**config.mk**
```make
export PLATFORM = sky130hd
export DESIGN_NAME = dual_gpio_port
export DESIGN_NICKNAME = d
export VERILOG_FILES = /design/src/hdl/gpio_pkg.sv /design/src/hdl/dual_gpio_port.sv
export SDC_FILE = /design/constraint.sdc
export NUM_CORES = 1
export LEC_CHECK = 0
export BUFFER_PORTS_ARGS = -buffer_cell sky130_fd_sc_hd__buf_2
export CAP_MARGIN = 20
export CELL_PAD_IN_SITES_DETAIL_PLACEMENT = 2
export CELL_PAD_IN_SITES_GLOBAL_PLACEMENT = 2
export CORE_MARGIN = 4
export CORE_UTILIZATION = 41
export DETAILED_ROUTE_END_ITERATION = 16
export PLACE_DENSITY_LB_ADDON = 0.1
export SETUP_SLACK_MARGIN = 0.02
export SYNTH_ARGS = -nofsm -noshare
export SYNTH_HDL_FRONTEND = slang
export SYNTH_SLANG_ARGS = --single-unit
```
**constraint.sdc**
```tcl
create_clock -name mclk_in -period 3 [get_ports mclk_in]
set_input_delay 0.15 -clock mclk_in [delete_from_list [all_inputs] [get_ports mclk_in]]
set_output_delay 0.15 -clock mclk_in [all_outputs]
set_load 0.01 [all_outputs]
```
**src/hdl/gpio_pkg.sv**
```systemverilog
// Constants shared by the dual pin group block
package gpio_pkg;
  localparam int ADDR_W = 4;
  localparam logic [3:0] OFS_A_LEVELS = 4'h0;
  localparam logic [3:0] OFS_A_HOLD = 4'h1;
  localparam logic [3:0] OFS_A_DIR = 4'h2;
  localparam logic [3:0] OFS_B_LEVELS = 4'h3;
  localparam logic [3:0] OFS_B_HOLD = 4'h4;
  localparam logic [3:0] OFS_B_DIR = 4'h5;
  localparam logic [3:0] OFS_IRQ_MAIN = 4'h6;
  localparam logic [3:0] OFS_IRQ_SECOND = 4'h7;
  localparam logic [3:0] OFS_CONV_CFG = 4'h8;
  localparam logic [3:0] OFS_LCD_EN_1 = 4'h9;
  localparam logic [3:0] OFS_LCD_EN_2 = 4'ha;
  localparam logic [3:0] OFS_LCD_EN_3 = 4'hb;
  localparam logic [3:0] OFS_OSC_CFG = 4'hc;
  localparam int CHANGE_FLAG_BIT = 0;
  localparam int PULLUP_N_BIT = 7;
  localparam int CONV_UNIMPL_BIT = 6;
  localparam int OSC_PRIMARY_BIT = 0;
  localparam int OSC_EXTCLK_BIT = 1;
  localparam logic [7:0] DIR_RST = 8'hff;
  localparam logic [7:0] HOLD_RST = 8'h00;
  localparam logic [7:0] CONV_CFG_RST = 8'h00;
  localparam logic [7:0] IRQ_SECOND_RST = 8'h80;
  localparam logic [7:0] IRQ_MAIN_RST = 8'h00;
  localparam logic [7:0] LCD_EN_RST = 8'h00;
  localparam logic [1:0] OSC_CFG_RST = 2'h0;
  localparam logic [3:0] ANALOG_PIN_SELECT_ALL_ANALOG = 4'h0;
  localparam logic [1:0] CYCLE_DIV_LAST = 2'h3;
  localparam logic [1:0] CLEAR_HOLDOFF = 2'h1;
  // Per-pin analog enable from the select code, channels 0..4
  function automatic logic [4:0] analog_mask(input logic [3:0] sel);
    logic [4:0] m;
    m = 5'h00;
    for (int i = 0; i < 5; i++) begin
      m[i] = (sel <= 4'(4'hb - i));
    end
    return m;
  endfunction
endpackage

```
**src/hdl/dual_gpio_port.sv**
```systemverilog
// Two 8-bit pin groups with alternate functions and change detect
// Contract
// [RULE1] Group A output pin drives latch, analog ignored
// [RULE2] Group A input read off when analog
// [RULE3] Channels 0-4 analog after reset
// [RULE4] A4 Schmitt input, always feeds timer0
// [RULE5] LCD segments override A1, A4, A5
// [RULE6] Primary oscillator disables A6/A7 digital I/O
// [RULE7] External clock: A6 outputs cycle clock
// [RULE8] Disabled A6/A7 bits read unknown
// [RULE9] Shared active-low pull-up at bit 7
// [RULE10] Output pins lose their pull-up
// [RULE11] Pull-ups off after reset
// [RULE12] Only input pins B7-B4 compared
// [RULE13] Mismatch vs read snapshot sets flag
// [RULE14] Flag clearable one cycle after read
// [RULE15] Software reads, waits, then clears flag
// [RULE16] Change interrupt wakes from low power
// [RULE17] Avoid polling group B during detection
// [RULE18] LCD segments take over B5-B0
// [RULE19] Converter config bit 6 reads zero
// [RULE20] Level read gives pins, write hits latch
// [RULE21] Direction 1 input, 0 drives latch
// [RULE22] Internal oscillator makes A6/A7 digital
// [RULE23] Pin inputs pass two-stage synchroniser
//
// The implementer's own choices: the register offsets and the plain strobed port.
`timescale 1ns/1ps
`default_nettype none
module dual_gpio_port
  import gpio_pkg::*;
(
  input wire logic mclk_in,
  input wire logic rst_n_in,
  input wire logic [ADDR_W-1:0] addr_in,
  input wire logic [7:0] wdata_in,
  input wire logic wr_in,
  input wire logic rd_in,
  output logic [7:0] rdata_out,
  input wire logic [7:0] pa_in,
  output logic [7:0] pa_out,
  output logic [7:0] pa_oe_out,
  input wire logic [7:0] pb_in,
  output logic [7:0] pb_out,
  output logic [7:0] pb_oe_out,
  output logic [7:0] pb_pullup_out,
  input wire logic lcd_drive_18_in,
  input wire logic lcd_drive_14_in,
  input wire logic lcd_drive_15_in,
  input wire logic [5:0] lcd_drive_b_in,
  output logic timer0_ext_input_out,
  output logic [4:0] analog_en_out,
  output logic change_irq_out,
  output logic wake_out
);
  logic [7:0] a_hold_q, a_dir_q, b_hold_q, b_dir_q;
  logic [7:0] conv_cfg_q, irq_main_q, irq_second_q;
  logic [7:0] lcd_en_1_q, lcd_en_2_q, lcd_en_3_q;
  logic [1:0] osc_cfg_q;
  logic [7:0] pa_meta_q, pa_sync_q, pb_meta_q, pb_sync_q;
  logic [3:0] snap_q;
  logic [1:0] div_q;
  logic cycle_clk_q;
  logic [1:0] holdoff_q;
  logic [7:0] rdata_q;
  logic [4:0] an_en;
  logic [7:0] a_seg_en, a_dig_ok, a_read, b_seg_en, b_read;
  logic [3:0] mismatch;
  logic primary_osc, ext_clk, b_access, b_read_acc, a_rd_osc, flag_clr;
  logic any_mismatch;

  assign primary_osc = osc_cfg_q[OSC_PRIMARY_BIT];
  assign ext_clk = primary_osc & osc_cfg_q[OSC_EXTCLK_BIT];
  assign an_en = analog_mask(conv_cfg_q[3:0]);
  assign analog_en_out = an_en;

  // Segment enables from the LCD enable registers
  assign a_seg_en = {2'b00, lcd_en_1_q[7], lcd_en_1_q[6], 2'b00,
                     lcd_en_2_q[2], 1'b0}; // RULE5
  assign b_seg_en = {2'b00, lcd_en_3_q[5], lcd_en_1_q[3],
                     lcd_en_1_q[2], lcd_en_1_q[1], lcd_en_1_q[0],
                     lcd_en_3_q[6]}; // RULE18
  assign a_dig_ok = {{2{~primary_osc}}, ~a_seg_en[5:0]}; // RULE6 RULE22

  // Synchroniser: the first stage is read only by the second
  always_ff @(posedge mclk_in or negedge rst_n_in) begin
    if (!rst_n_in) begin
      pa_meta_q <= 8'h00;
      pa_sync_q <= 8'h00;
      pb_meta_q <= 8'h00;
      pb_sync_q <= 8'h00;
    end else begin
      pa_meta_q <= pa_in; // RULE23
      pa_sync_q <= pa_meta_q;
      pb_meta_q <= pb_in;
      pb_sync_q <= pb_meta_q;
    end
  end

  // Cycle clock is a quarter of the system clock
  always_ff @(posedge mclk_in or negedge rst_n_in) begin
    if (!rst_n_in) begin
      div_q <= 2'h0;
      cycle_clk_q <= 1'b0;
    end else begin
      div_q <= div_q + 2'h1;
      cycle_clk_q <= div_q[1]; // RULE7
    end
  end

  // Pin drivers
  genvar g;
  generate
    for (g = 0; g < 8; g++) begin : g_pins
      always_comb begin
        if (a_seg_en[g]) begin
          pa_oe_out[g] = 1'b1; // RULE5
          pa_out[g] = (g == 1) ? lcd_drive_18_in :
                      (g == 4) ? lcd_drive_14_in : lcd_drive_15_in;
        end else if (g == 6 && ext_clk) begin
          pa_oe_out[g] = 1'b1; // RULE7
          pa_out[g] = cycle_clk_q;
        end else if (!a_dig_ok[g]) begin
          pa_oe_out[g] = 1'b0; // RULE6
          pa_out[g] = 1'b0;
        end else begin
          pa_oe_out[g] = ~a_dir_q[g]; // RULE1 RULE21
          pa_out[g] = a_hold_q[g];
        end
        if (g < 6 && b_seg_en[g]) begin
          pb_oe_out[g] = 1'b1; // RULE18
          pb_out[g] = lcd_drive_b_in[(g < 6) ? g : 0];
          pb_pullup_out[g] = 1'b0;
        end else begin
          pb_oe_out[g] = ~b_dir_q[g]; // RULE21
          pb_out[g] = b_hold_q[g];
          pb_pullup_out[g] = ~irq_second_q[PULLUP_N_BIT]
                             & b_dir_q[g]; // RULE9 RULE10
        end
      end
    end
  endgenerate

  // Timer0 sees A4 whatever its direction
  assign timer0_ext_input_out = pa_sync_q[4]; // RULE4

  // Digital read paths
  always_comb begin
    a_read = pa_sync_q;
    for (int i = 0; i < 5; i++) begin
      if (an_en[i]) begin
        a_read[(i == 4) ? 5 : i] = 1'b0; // RULE2
      end
    end
    b_read = pb_sync_q;
  end

  assign b_access = (wr_in | rd_in) &
                    ((addr_in == OFS_B_LEVELS) | (addr_in == OFS_B_HOLD));
  assign b_read_acc = b_access;
  assign a_rd_osc = primary_osc;

  // Change detection on input pins 7..4 only
  always_comb begin
    for (int i = 0; i < 4; i++) begin
      mismatch[i] = b_dir_q[i+4] & ~b_seg_en[i+4]
                    & (pb_sync_q[i+4] != snap_q[i]); // RULE12
    end
  end
  assign any_mismatch = |mismatch; // RULE13

  always_ff @(posedge mclk_in or negedge rst_n_in) begin
    if (!rst_n_in) begin
      snap_q <= 4'h0;
    end else if (b_read_acc) begin
      snap_q <= pb_sync_q[7:4]; // RULE13
    end
  end

  // Clear is held off one cycle after a group B access
  always_ff @(posedge mclk_in or negedge rst_n_in) begin
    if (!rst_n_in) begin
      holdoff_q <= 2'h0;
    end else if (b_read_acc) begin
      holdoff_q <= CLEAR_HOLDOFF; // RULE14
    end else if (holdoff_q != 2'h0) begin
      holdoff_q <= holdoff_q - 2'h1;
    end
  end

  assign flag_clr = wr_in & (addr_in == OFS_IRQ_MAIN)
                    & ~wdata_in[CHANGE_FLAG_BIT];

  // Registers
  always_ff @(posedge mclk_in or negedge rst_n_in) begin
    if (!rst_n_in) begin
      a_hold_q <= HOLD_RST;
      a_dir_q <= DIR_RST;
      b_hold_q <= HOLD_RST;
      b_dir_q <= DIR_RST;
      conv_cfg_q <= CONV_CFG_RST; // RULE3
      irq_second_q <= IRQ_SECOND_RST; // RULE11
      lcd_en_1_q <= LCD_EN_RST;
      lcd_en_2_q <= LCD_EN_RST;
      lcd_en_3_q <= LCD_EN_RST;
      osc_cfg_q <= OSC_CFG_RST;
    end else if (wr_in) begin
      unique case (addr_in)
        OFS_A_LEVELS, OFS_A_HOLD: a_hold_q <= wdata_in; // RULE20
        OFS_A_DIR: a_dir_q <= wdata_in;
        OFS_B_LEVELS, OFS_B_HOLD: b_hold_q <= wdata_in; // RULE20
        OFS_B_DIR: b_dir_q <= wdata_in;
        OFS_CONV_CFG: begin
          conv_cfg_q <= wdata_in;
          conv_cfg_q[CONV_UNIMPL_BIT] <= 1'b0; // RULE19
        end
        OFS_IRQ_SECOND: irq_second_q <= wdata_in;
        OFS_LCD_EN_1: lcd_en_1_q <= wdata_in;
        OFS_LCD_EN_2: lcd_en_2_q <= wdata_in;
        OFS_LCD_EN_3: lcd_en_3_q <= wdata_in;
        OFS_OSC_CFG: osc_cfg_q <= wdata_in[1:0];
        default: ;
      endcase
    end
  end

  // Flag: set wins over clear; clear ignored during hold-off
  always_ff @(posedge mclk_in or negedge rst_n_in) begin
    if (!rst_n_in) begin
      irq_main_q <= IRQ_MAIN_RST;
    end else begin
      if (wr_in && addr_in == OFS_IRQ_MAIN) begin
        irq_main_q[7:1] <= wdata_in[7:1];
      end
      if (any_mismatch) begin
        irq_main_q[CHANGE_FLAG_BIT] <= 1'b1; // RULE14
      end else if (flag_clr && holdoff_q == 2'h0) begin
        irq_main_q[CHANGE_FLAG_BIT] <= 1'b0;
      end else if (wr_in && addr_in == OFS_IRQ_MAIN
                   && wdata_in[CHANGE_FLAG_BIT]) begin
        // A write of 1 sets the flag; a refused clear matches no branch and the flag holds
        irq_main_q[CHANGE_FLAG_BIT] <= 1'b1;
      end
    end
  end

  assign change_irq_out = irq_main_q[CHANGE_FLAG_BIT];
  // Level output: the flag is set only on mclk_in edges, so no change is seen while the system clock is stopped in sleep
  assign wake_out = irq_main_q[CHANGE_FLAG_BIT]; // RULE16

  // Read data, one cycle after the strobe; A6/A7 read as x when off
  always_ff @(posedge mclk_in or negedge rst_n_in) begin
    if (!rst_n_in) begin
      rdata_q <= 8'h00;
    end else if (rd_in) begin
      unique case (addr_in)
        OFS_A_LEVELS: rdata_q <= a_rd_osc ? {2'bxx, a_read[5:0]}
                                          : a_read; // RULE8 RULE20
        OFS_A_HOLD: rdata_q <= a_rd_osc ? {2'bxx, a_hold_q[5:0]}
                                        : a_hold_q; // RULE8
        OFS_A_DIR: rdata_q <= a_rd_osc ? {2'bxx, a_dir_q[5:0]}
                                       : a_dir_q; // RULE8
        OFS_B_LEVELS: rdata_q <= b_read; // RULE20
        OFS_B_HOLD: rdata_q <= b_hold_q;
        OFS_B_DIR: rdata_q <= b_dir_q;
        OFS_IRQ_MAIN: rdata_q <= irq_main_q;
        OFS_IRQ_SECOND: rdata_q <= irq_second_q;
        OFS_CONV_CFG: rdata_q <= conv_cfg_q & 8'hbf; // RULE19
        OFS_LCD_EN_1: rdata_q <= lcd_en_1_q;
        OFS_LCD_EN_2: rdata_q <= lcd_en_2_q;
        OFS_LCD_EN_3: rdata_q <= lcd_en_3_q;
        OFS_OSC_CFG: rdata_q <= {6'h00, osc_cfg_q};
        default: rdata_q <= 8'h00;
      endcase
    end else begin
      rdata_q <= 8'h00;
    end
  end
  assign rdata_out = rdata_q;

  // Checks sit here so one glance covers every rule except RULE8, RULE15 and RULE17
  chk_output_drives_latch: assert property (@(posedge mclk_in) // RULE1
    disable iff (!rst_n_in)
    (!a_dir_q[0] && !a_seg_en[0])
      |-> (pa_oe_out[0] && pa_out[0] == a_hold_q[0]))
    else $error("A0 output not from latch");
  chk_analog_read_zero: assert property (@(posedge mclk_in) // RULE2
    disable iff (!rst_n_in)
    (rd_in && addr_in == OFS_A_LEVELS && an_en[0]) |=> !rdata_out[0])
    else $error("analog pin read not zero");
  chk_analog_high_zero: assert property (@(posedge mclk_in) // RULE2
    disable iff (!rst_n_in)
    (rd_in && addr_in == OFS_A_LEVELS && an_en[4]) |=> !rdata_out[5])
    else $error("channel 4 pin read not zero");
  chk_reset_defaults: assert property (@(posedge mclk_in) // RULE3
    disable iff (!rst_n_in)
    !$past(rst_n_in) |-> (&an_en))
    else $error("analog channels not default after reset");
  chk_sync_timer0: assert property (@(posedge mclk_in) // RULE4 RULE23
    disable iff (!rst_n_in)
    $past(rst_n_in, 2) |-> (pa_sync_q == $past(pa_in, 2)
      && pb_sync_q == $past(pb_in, 2)
      && timer0_ext_input_out == pa_sync_q[4]))
    else $error("pin synchroniser or timer0 input wrong");
  chk_seg_override: assert property (@(posedge mclk_in) // RULE5
    disable iff (!rst_n_in)
    a_seg_en[4] |-> (pa_oe_out[4] && pa_out[4] == lcd_drive_14_in))
    else $error("segment 14 not driven");
  chk_osc_pins_off: assert property (@(posedge mclk_in) // RULE6
    disable iff (!rst_n_in)
    (primary_osc && !ext_clk) |-> (pa_oe_out[7:6] == 2'b00))
    else $error("oscillator pins driven");
  chk_cycle_clock_pin: assert property (@(posedge mclk_in) // RULE7
    disable iff (!rst_n_in)
    ext_clk |-> (pa_oe_out[6] && pa_out[6] == cycle_clk_q))
    else $error("cycle clock not on A6");
  chk_cycle_clock_rate: assert property (@(posedge mclk_in) // RULE7
    disable iff (!rst_n_in)
    $changed(cycle_clk_q)
      |=> ($stable(cycle_clk_q) ##1 $changed(cycle_clk_q)))
    else $error("cycle clock not a quarter rate");
  chk_pullup_shared: assert property (@(posedge mclk_in) // RULE9
    disable iff (!rst_n_in)
    (!irq_second_q[PULLUP_N_BIT] && b_dir_q[7]) |-> pb_pullup_out[7])
    else $error("shared pull-up not applied");
  chk_pullup_output_off: assert property (@(posedge mclk_in) // RULE10
    disable iff (!rst_n_in)
    (!b_dir_q[4]) |-> !pb_pullup_out[4])
    else $error("pull-up on output pin");
  chk_pullup_ctl_off: assert property (@(posedge mclk_in) // RULE11
    disable iff (!rst_n_in)
    irq_second_q[PULLUP_N_BIT] |-> (pb_pullup_out == 8'h00))
    else $error("pull-up on while disabled");
  chk_output_excluded: assert property (@(posedge mclk_in) // RULE12
    disable iff (!rst_n_in)
    (!b_dir_q[4]) |-> !mismatch[0])
    else $error("output pin in change compare");
  chk_change_sets_flag: assert property (@(posedge mclk_in) // RULE13
    disable iff (!rst_n_in)
    any_mismatch |=> change_irq_out)
    else $error("mismatch did not set flag");
  chk_holdoff_clear: assert property (@(posedge mclk_in) // RULE14
    disable iff (!rst_n_in)
    b_read_acc ##1 (change_irq_out && flag_clr)
      |=> change_irq_out)
    else $error("flag cleared too early");
  chk_flag_sticky: assert property (@(posedge mclk_in) // RULE14
    disable iff (!rst_n_in)
    (change_irq_out && !flag_clr) |=> change_irq_out)
    else $error("flag dropped without a clear");
  chk_wake_level: assert property (@(posedge mclk_in) // RULE16
    disable iff (!rst_n_in)
    change_irq_out |-> wake_out)
    else $error("flag set but no wake");
  chk_b_seg_override: assert property (@(posedge mclk_in) // RULE18
    disable iff (!rst_n_in)
    b_seg_en[0] |-> (pb_oe_out[0] && !pb_pullup_out[0]
      && pb_out[0] == lcd_drive_b_in[0]))
    else $error("B0 segment not driven");
  chk_conv_bit6_zero: assert property (@(posedge mclk_in) // RULE19
    disable iff (!rst_n_in)
    (rd_in && addr_in == OFS_CONV_CFG) |=> !rdata_out[6])
    else $error("unimplemented bit not zero");
  chk_level_write_latch: assert property (@(posedge mclk_in) // RULE20
    disable iff (!rst_n_in)
    (wr_in && addr_in == OFS_A_LEVELS) |=> (a_hold_q == $past(wdata_in)))
    else $error("level write missed the latch");
  chk_read_one_cycle: assert property (@(posedge mclk_in) // RULE20
    disable iff (!rst_n_in)
    (!rd_in) |=> (rdata_out == 8'h00))
    else $error("read data outside slot");
  chk_input_no_drive: assert property (@(posedge mclk_in) // RULE21
    disable iff (!rst_n_in)
    (a_dir_q[2] && b_dir_q[2] && !b_seg_en[2])
      |-> !(pa_oe_out[2] || pb_oe_out[2]))
    else $error("input pin driven");
  chk_internal_osc_pins: assert property (@(posedge mclk_in) // RULE22
    disable iff (!rst_n_in)
    !primary_osc |-> (pa_oe_out[7:6] == ~a_dir_q[7:6]))
    else $error("A6/A7 not plain pins");
endmodule
`default_nettype wire

```
==> impl_metrics.csv <==
group,metric,value,unit
critical_path,rrSetupSlack,1.49,ns
timing,max_slew_margin,53.7,%
synth,synth-edff-count,0,
critical_path,rr_startpoint,"irq_second_q[7]",
critical_path,end_kind,"register",
critical_path,path_cells,"buf_2 > buf_4 > or3b_1 > a21oi_1 > and2_1 > mux2_1",
timing,finalSetupViolCount,0,
timing,finalClockSkew,0.00672,ns
route,routedWlPerCell,26.0,um
timing,finalHoldViolations,0,
synth,synth_xor_area_share,0.882,%
timing,timing.fmax,0.526,GHz
finish,fill_cells,1370,
timing,tightest_slew,0.694,ns
timing,rsz0062_at_grt,"false",
grt,grt_max_degree,114,
synth,syn_avg_cell_area,12.8,sq um
finish,mostFrequentLayoutCell,"dfrtp_1",
critical_path,cp.depth,6,
critical_path,critPathRequiredTime,3.29,ns
route,vias,4381,
critical_path,setup.worst_path.start,"addr_in[1]",
floorplanning,rows,43,
placed_design,dpl.hpwl,12.9,mm
timing,final_max_slew_viol_count,0,
finish,drive_gt1_share,44.2,%
critical_path,cpMaxStageDelayCell,"and2_1",
synth,synth_top_family_by_area,"multiplexers",
power_and_ir_drop,ir_drop,400,uV
clocking,cts_buffers,17,
grt,grt_use_total,25.3,%
critical_path,crit_arrival,2.19,ns
synth,syn_nets,508,
clocking,h-tree-depth,4,
critical_path,r2r-end,"rdata_out[7]",
hold_path,min_path_type,"in2reg",
synth,synth-compound-area-share,8.42,%
floorplanning,die_x,129,um
critical_path,path_buf_inv,2,
synth,synth_flop_cell,"dfrtp_1",
clocking,clock_path_buffers,2,
critical_path,crit_type,"in2reg",
grt,antenna_found_initial,0,
floorplanning,die_area,16500,sq um
grt,grt-ovfl-total,0,
timing,finalCriticalPeriod,1.90,ns
route,viasPerCell,5.69,
job,drv_cap,0,
power_and_ir_drop,p_leak,3.25,nW
synth,synth_area,5960,sq um
critical_path,slowest_delay,0.51,ns
floorplanning,core,14000,sq um
finish,area_growth_syn_to_layout,23.8,%
grt,grt_pass1_vias,4895,
synth,yosys_register_bits,130,
placed_design,io_buffers,96,
grt,grt_pass1_wl,30.7,mm
synth,synthMuxAreaShare,20.2,%
route,wirelength,20.0,mm
synth,seq_area_frac_synth,55.0,%
finish,diodes,0,
clocking,root_buffer,"clkbuf_16",
floorplanning,die_h,129,um
clocking,ctsResizeCount,0,
timing,timing.hold.ws,0.0604,ns
route,drt-pass1-iter-count,4,
clocking,clkSinkCount,130,
critical_path,cp_max_fo,28,
clocking,clk_pin_slew,0.06,ns
critical_path,start_kind,"input pin",
clocking,cts_tree,"built",
finish,fin_nets,619,
synth,yosys_warnings,0,
synth,syn-instance-count,466,
route,drc,0,
critical_path,cp_top_family,"simple AND/OR/NAND/NOR gates",
critical_path,endpoint,"b_hold_q[1]",
synth,ys_types,67,
floorplanning,start_util,42.4,%
floorplanning,ios,97,
synth,synthAdderAreaFrac,0.210,%
placed_design,gp_congestion,0.800,
timing,post-route-period-util,63.4,%
synth,async_reset_ff_share,100,%
route,ant_nets,0,
status,status,"finished, final reports clean",
finish,layout_common_cells,"dfrtp_1 (113), buf_2 (95), mux2_2 (86), nand2_1 (21)",
synth,synthSimpleGateAreaFrac,10.9,%
power_and_ir_drop,power_density,769,nW/um^2
route,drt_iter0_drc,225,
critical_path,ff2ff_path_depth,4,
timing,setup_tns,0,ns
clocking,clk_latency,0.42,ns
cell families (layout without fill, tap and decap cells):
group           count (synthesis)  count (layout)
compound gates                 68              68
xor+xnor                        6               6
fa+ha+maj                       1               1
buf+inv                        48             172
flops                         130             130
mux                           106             106
simple gates                  107             107
layer usage:
layer  share of wire, %  vias to the layer above  wire length [um]  global-route usage, %
met5                  0                        -                 0                      0
met4                1.7                        0               330                   7.91
met3                5.8                       26              1150                   4.77
met2                 51                      152             10200                   43.2
met1                 42                     2306              8310                   32.9
li1                   -                     1897                 -                      -
Yosys cell counts (11+ instances only):
cell type  count  area [sq um]
buf_4         13          97.6
dfrtp_1      113          2830
dfstp_2       17           447
inv_1         11          41.3
mux2_2        86           968
nand2_1       21          78.8
nand2b_1      12          75.1
nor2_1        14          52.6
o21ai_0       13          65.1
worst min path at each step:
stage | start | to | slack, ns | cells past startpoint
floorplan | rst_n_in | a_hold_q[0] | -0.15 | 0
global placement | pa_in[5] | pa_meta_q[5] | 0.26 | 1
detailed placement | pb_in[1] | pb_meta_q[1] | 0.26 | 1
CTS | wdata_in[3] | a_dir_q[3] | 0.04 | 3
global route | wdata_in[3] | a_dir_q[3] | 0.07 | 3
finish | wdata_in[3] | a_dir_q[3] | 0.06 | 3
through the flow:
stage	cell area, sq um	utilization [%]	std cells	setup WS, ns	total power, W
6_report	7380	52.5	770	1.10	0.00567
5_1_grt	7380	52.5	770	1.05	0.00595
4_1_cts	7350	52.3	769	1.14	0.00572
3_5_place_dp	6560	46.7	720	0.705	0.00348
3_3_place_gp	6560	46.7	720	0.762	0.00340
2_1_floorplan	5960	-	466	1.56	0.00300
registers in the layout, indices dropped and copies added (netlist names):
| register | flops |
|---|---|
| a_hold_q | 8 |
| b_hold_q | 8 |
| snap_q | 4 |
| conv_cfg_q | 7 |
| a_dir_q | 8 |
| osc_cfg_q | 2 |
| pa_meta_q | 8 |
| lcd_en_2_q | 8 |
| pa_sync_q | 8 |
| b_dir_q | 8 |
| rdata_out | 8 |
| irq_main_q | 8 |
| lcd_en_3_q | 8 |
| lcd_en_1_q | 8 |
| holdoff_q | 2 |
| pb_meta_q | 8 |
| cycle_clk_q | 1 |
| div_q | 2 |
| irq_second_q | 8 |
| b_read | 8 |
timing repair:
item / CTS / global route
endpoints found under the hold margin: 115 / 0
buffers inserted: 0 / 0
hold buffers: 17 / 0
report_power, final:
part,switching (W),internal (W)
combinational,0.000556,0.000544
sequential,0.000294,0.00211
clock,0.000824,0.00135
cell type report:
type | instances | area (sq um) | area share, %
flip-flops and latches | 130 | 3270 | 44.4
clock buffers | 19 | 443 | 6.01
multi-input cells | 288 | 2420 | 32.8
repair buffers | 129 | 797 | 10.8
inverters | 11 | 41.3 | 0.560
clock inverters | 13 | 175 | 2.37
well taps | 180 | 225 | 3.05
worst reg2reg max path: stages (launching register included):
cell      delay (ns)
dfstp_2         0.74
nand4_1         0.14
o21ai_0         0.12
o21bai_1        0.14
a31oi_1         0.26
Power figures use the tool's default switching activity.
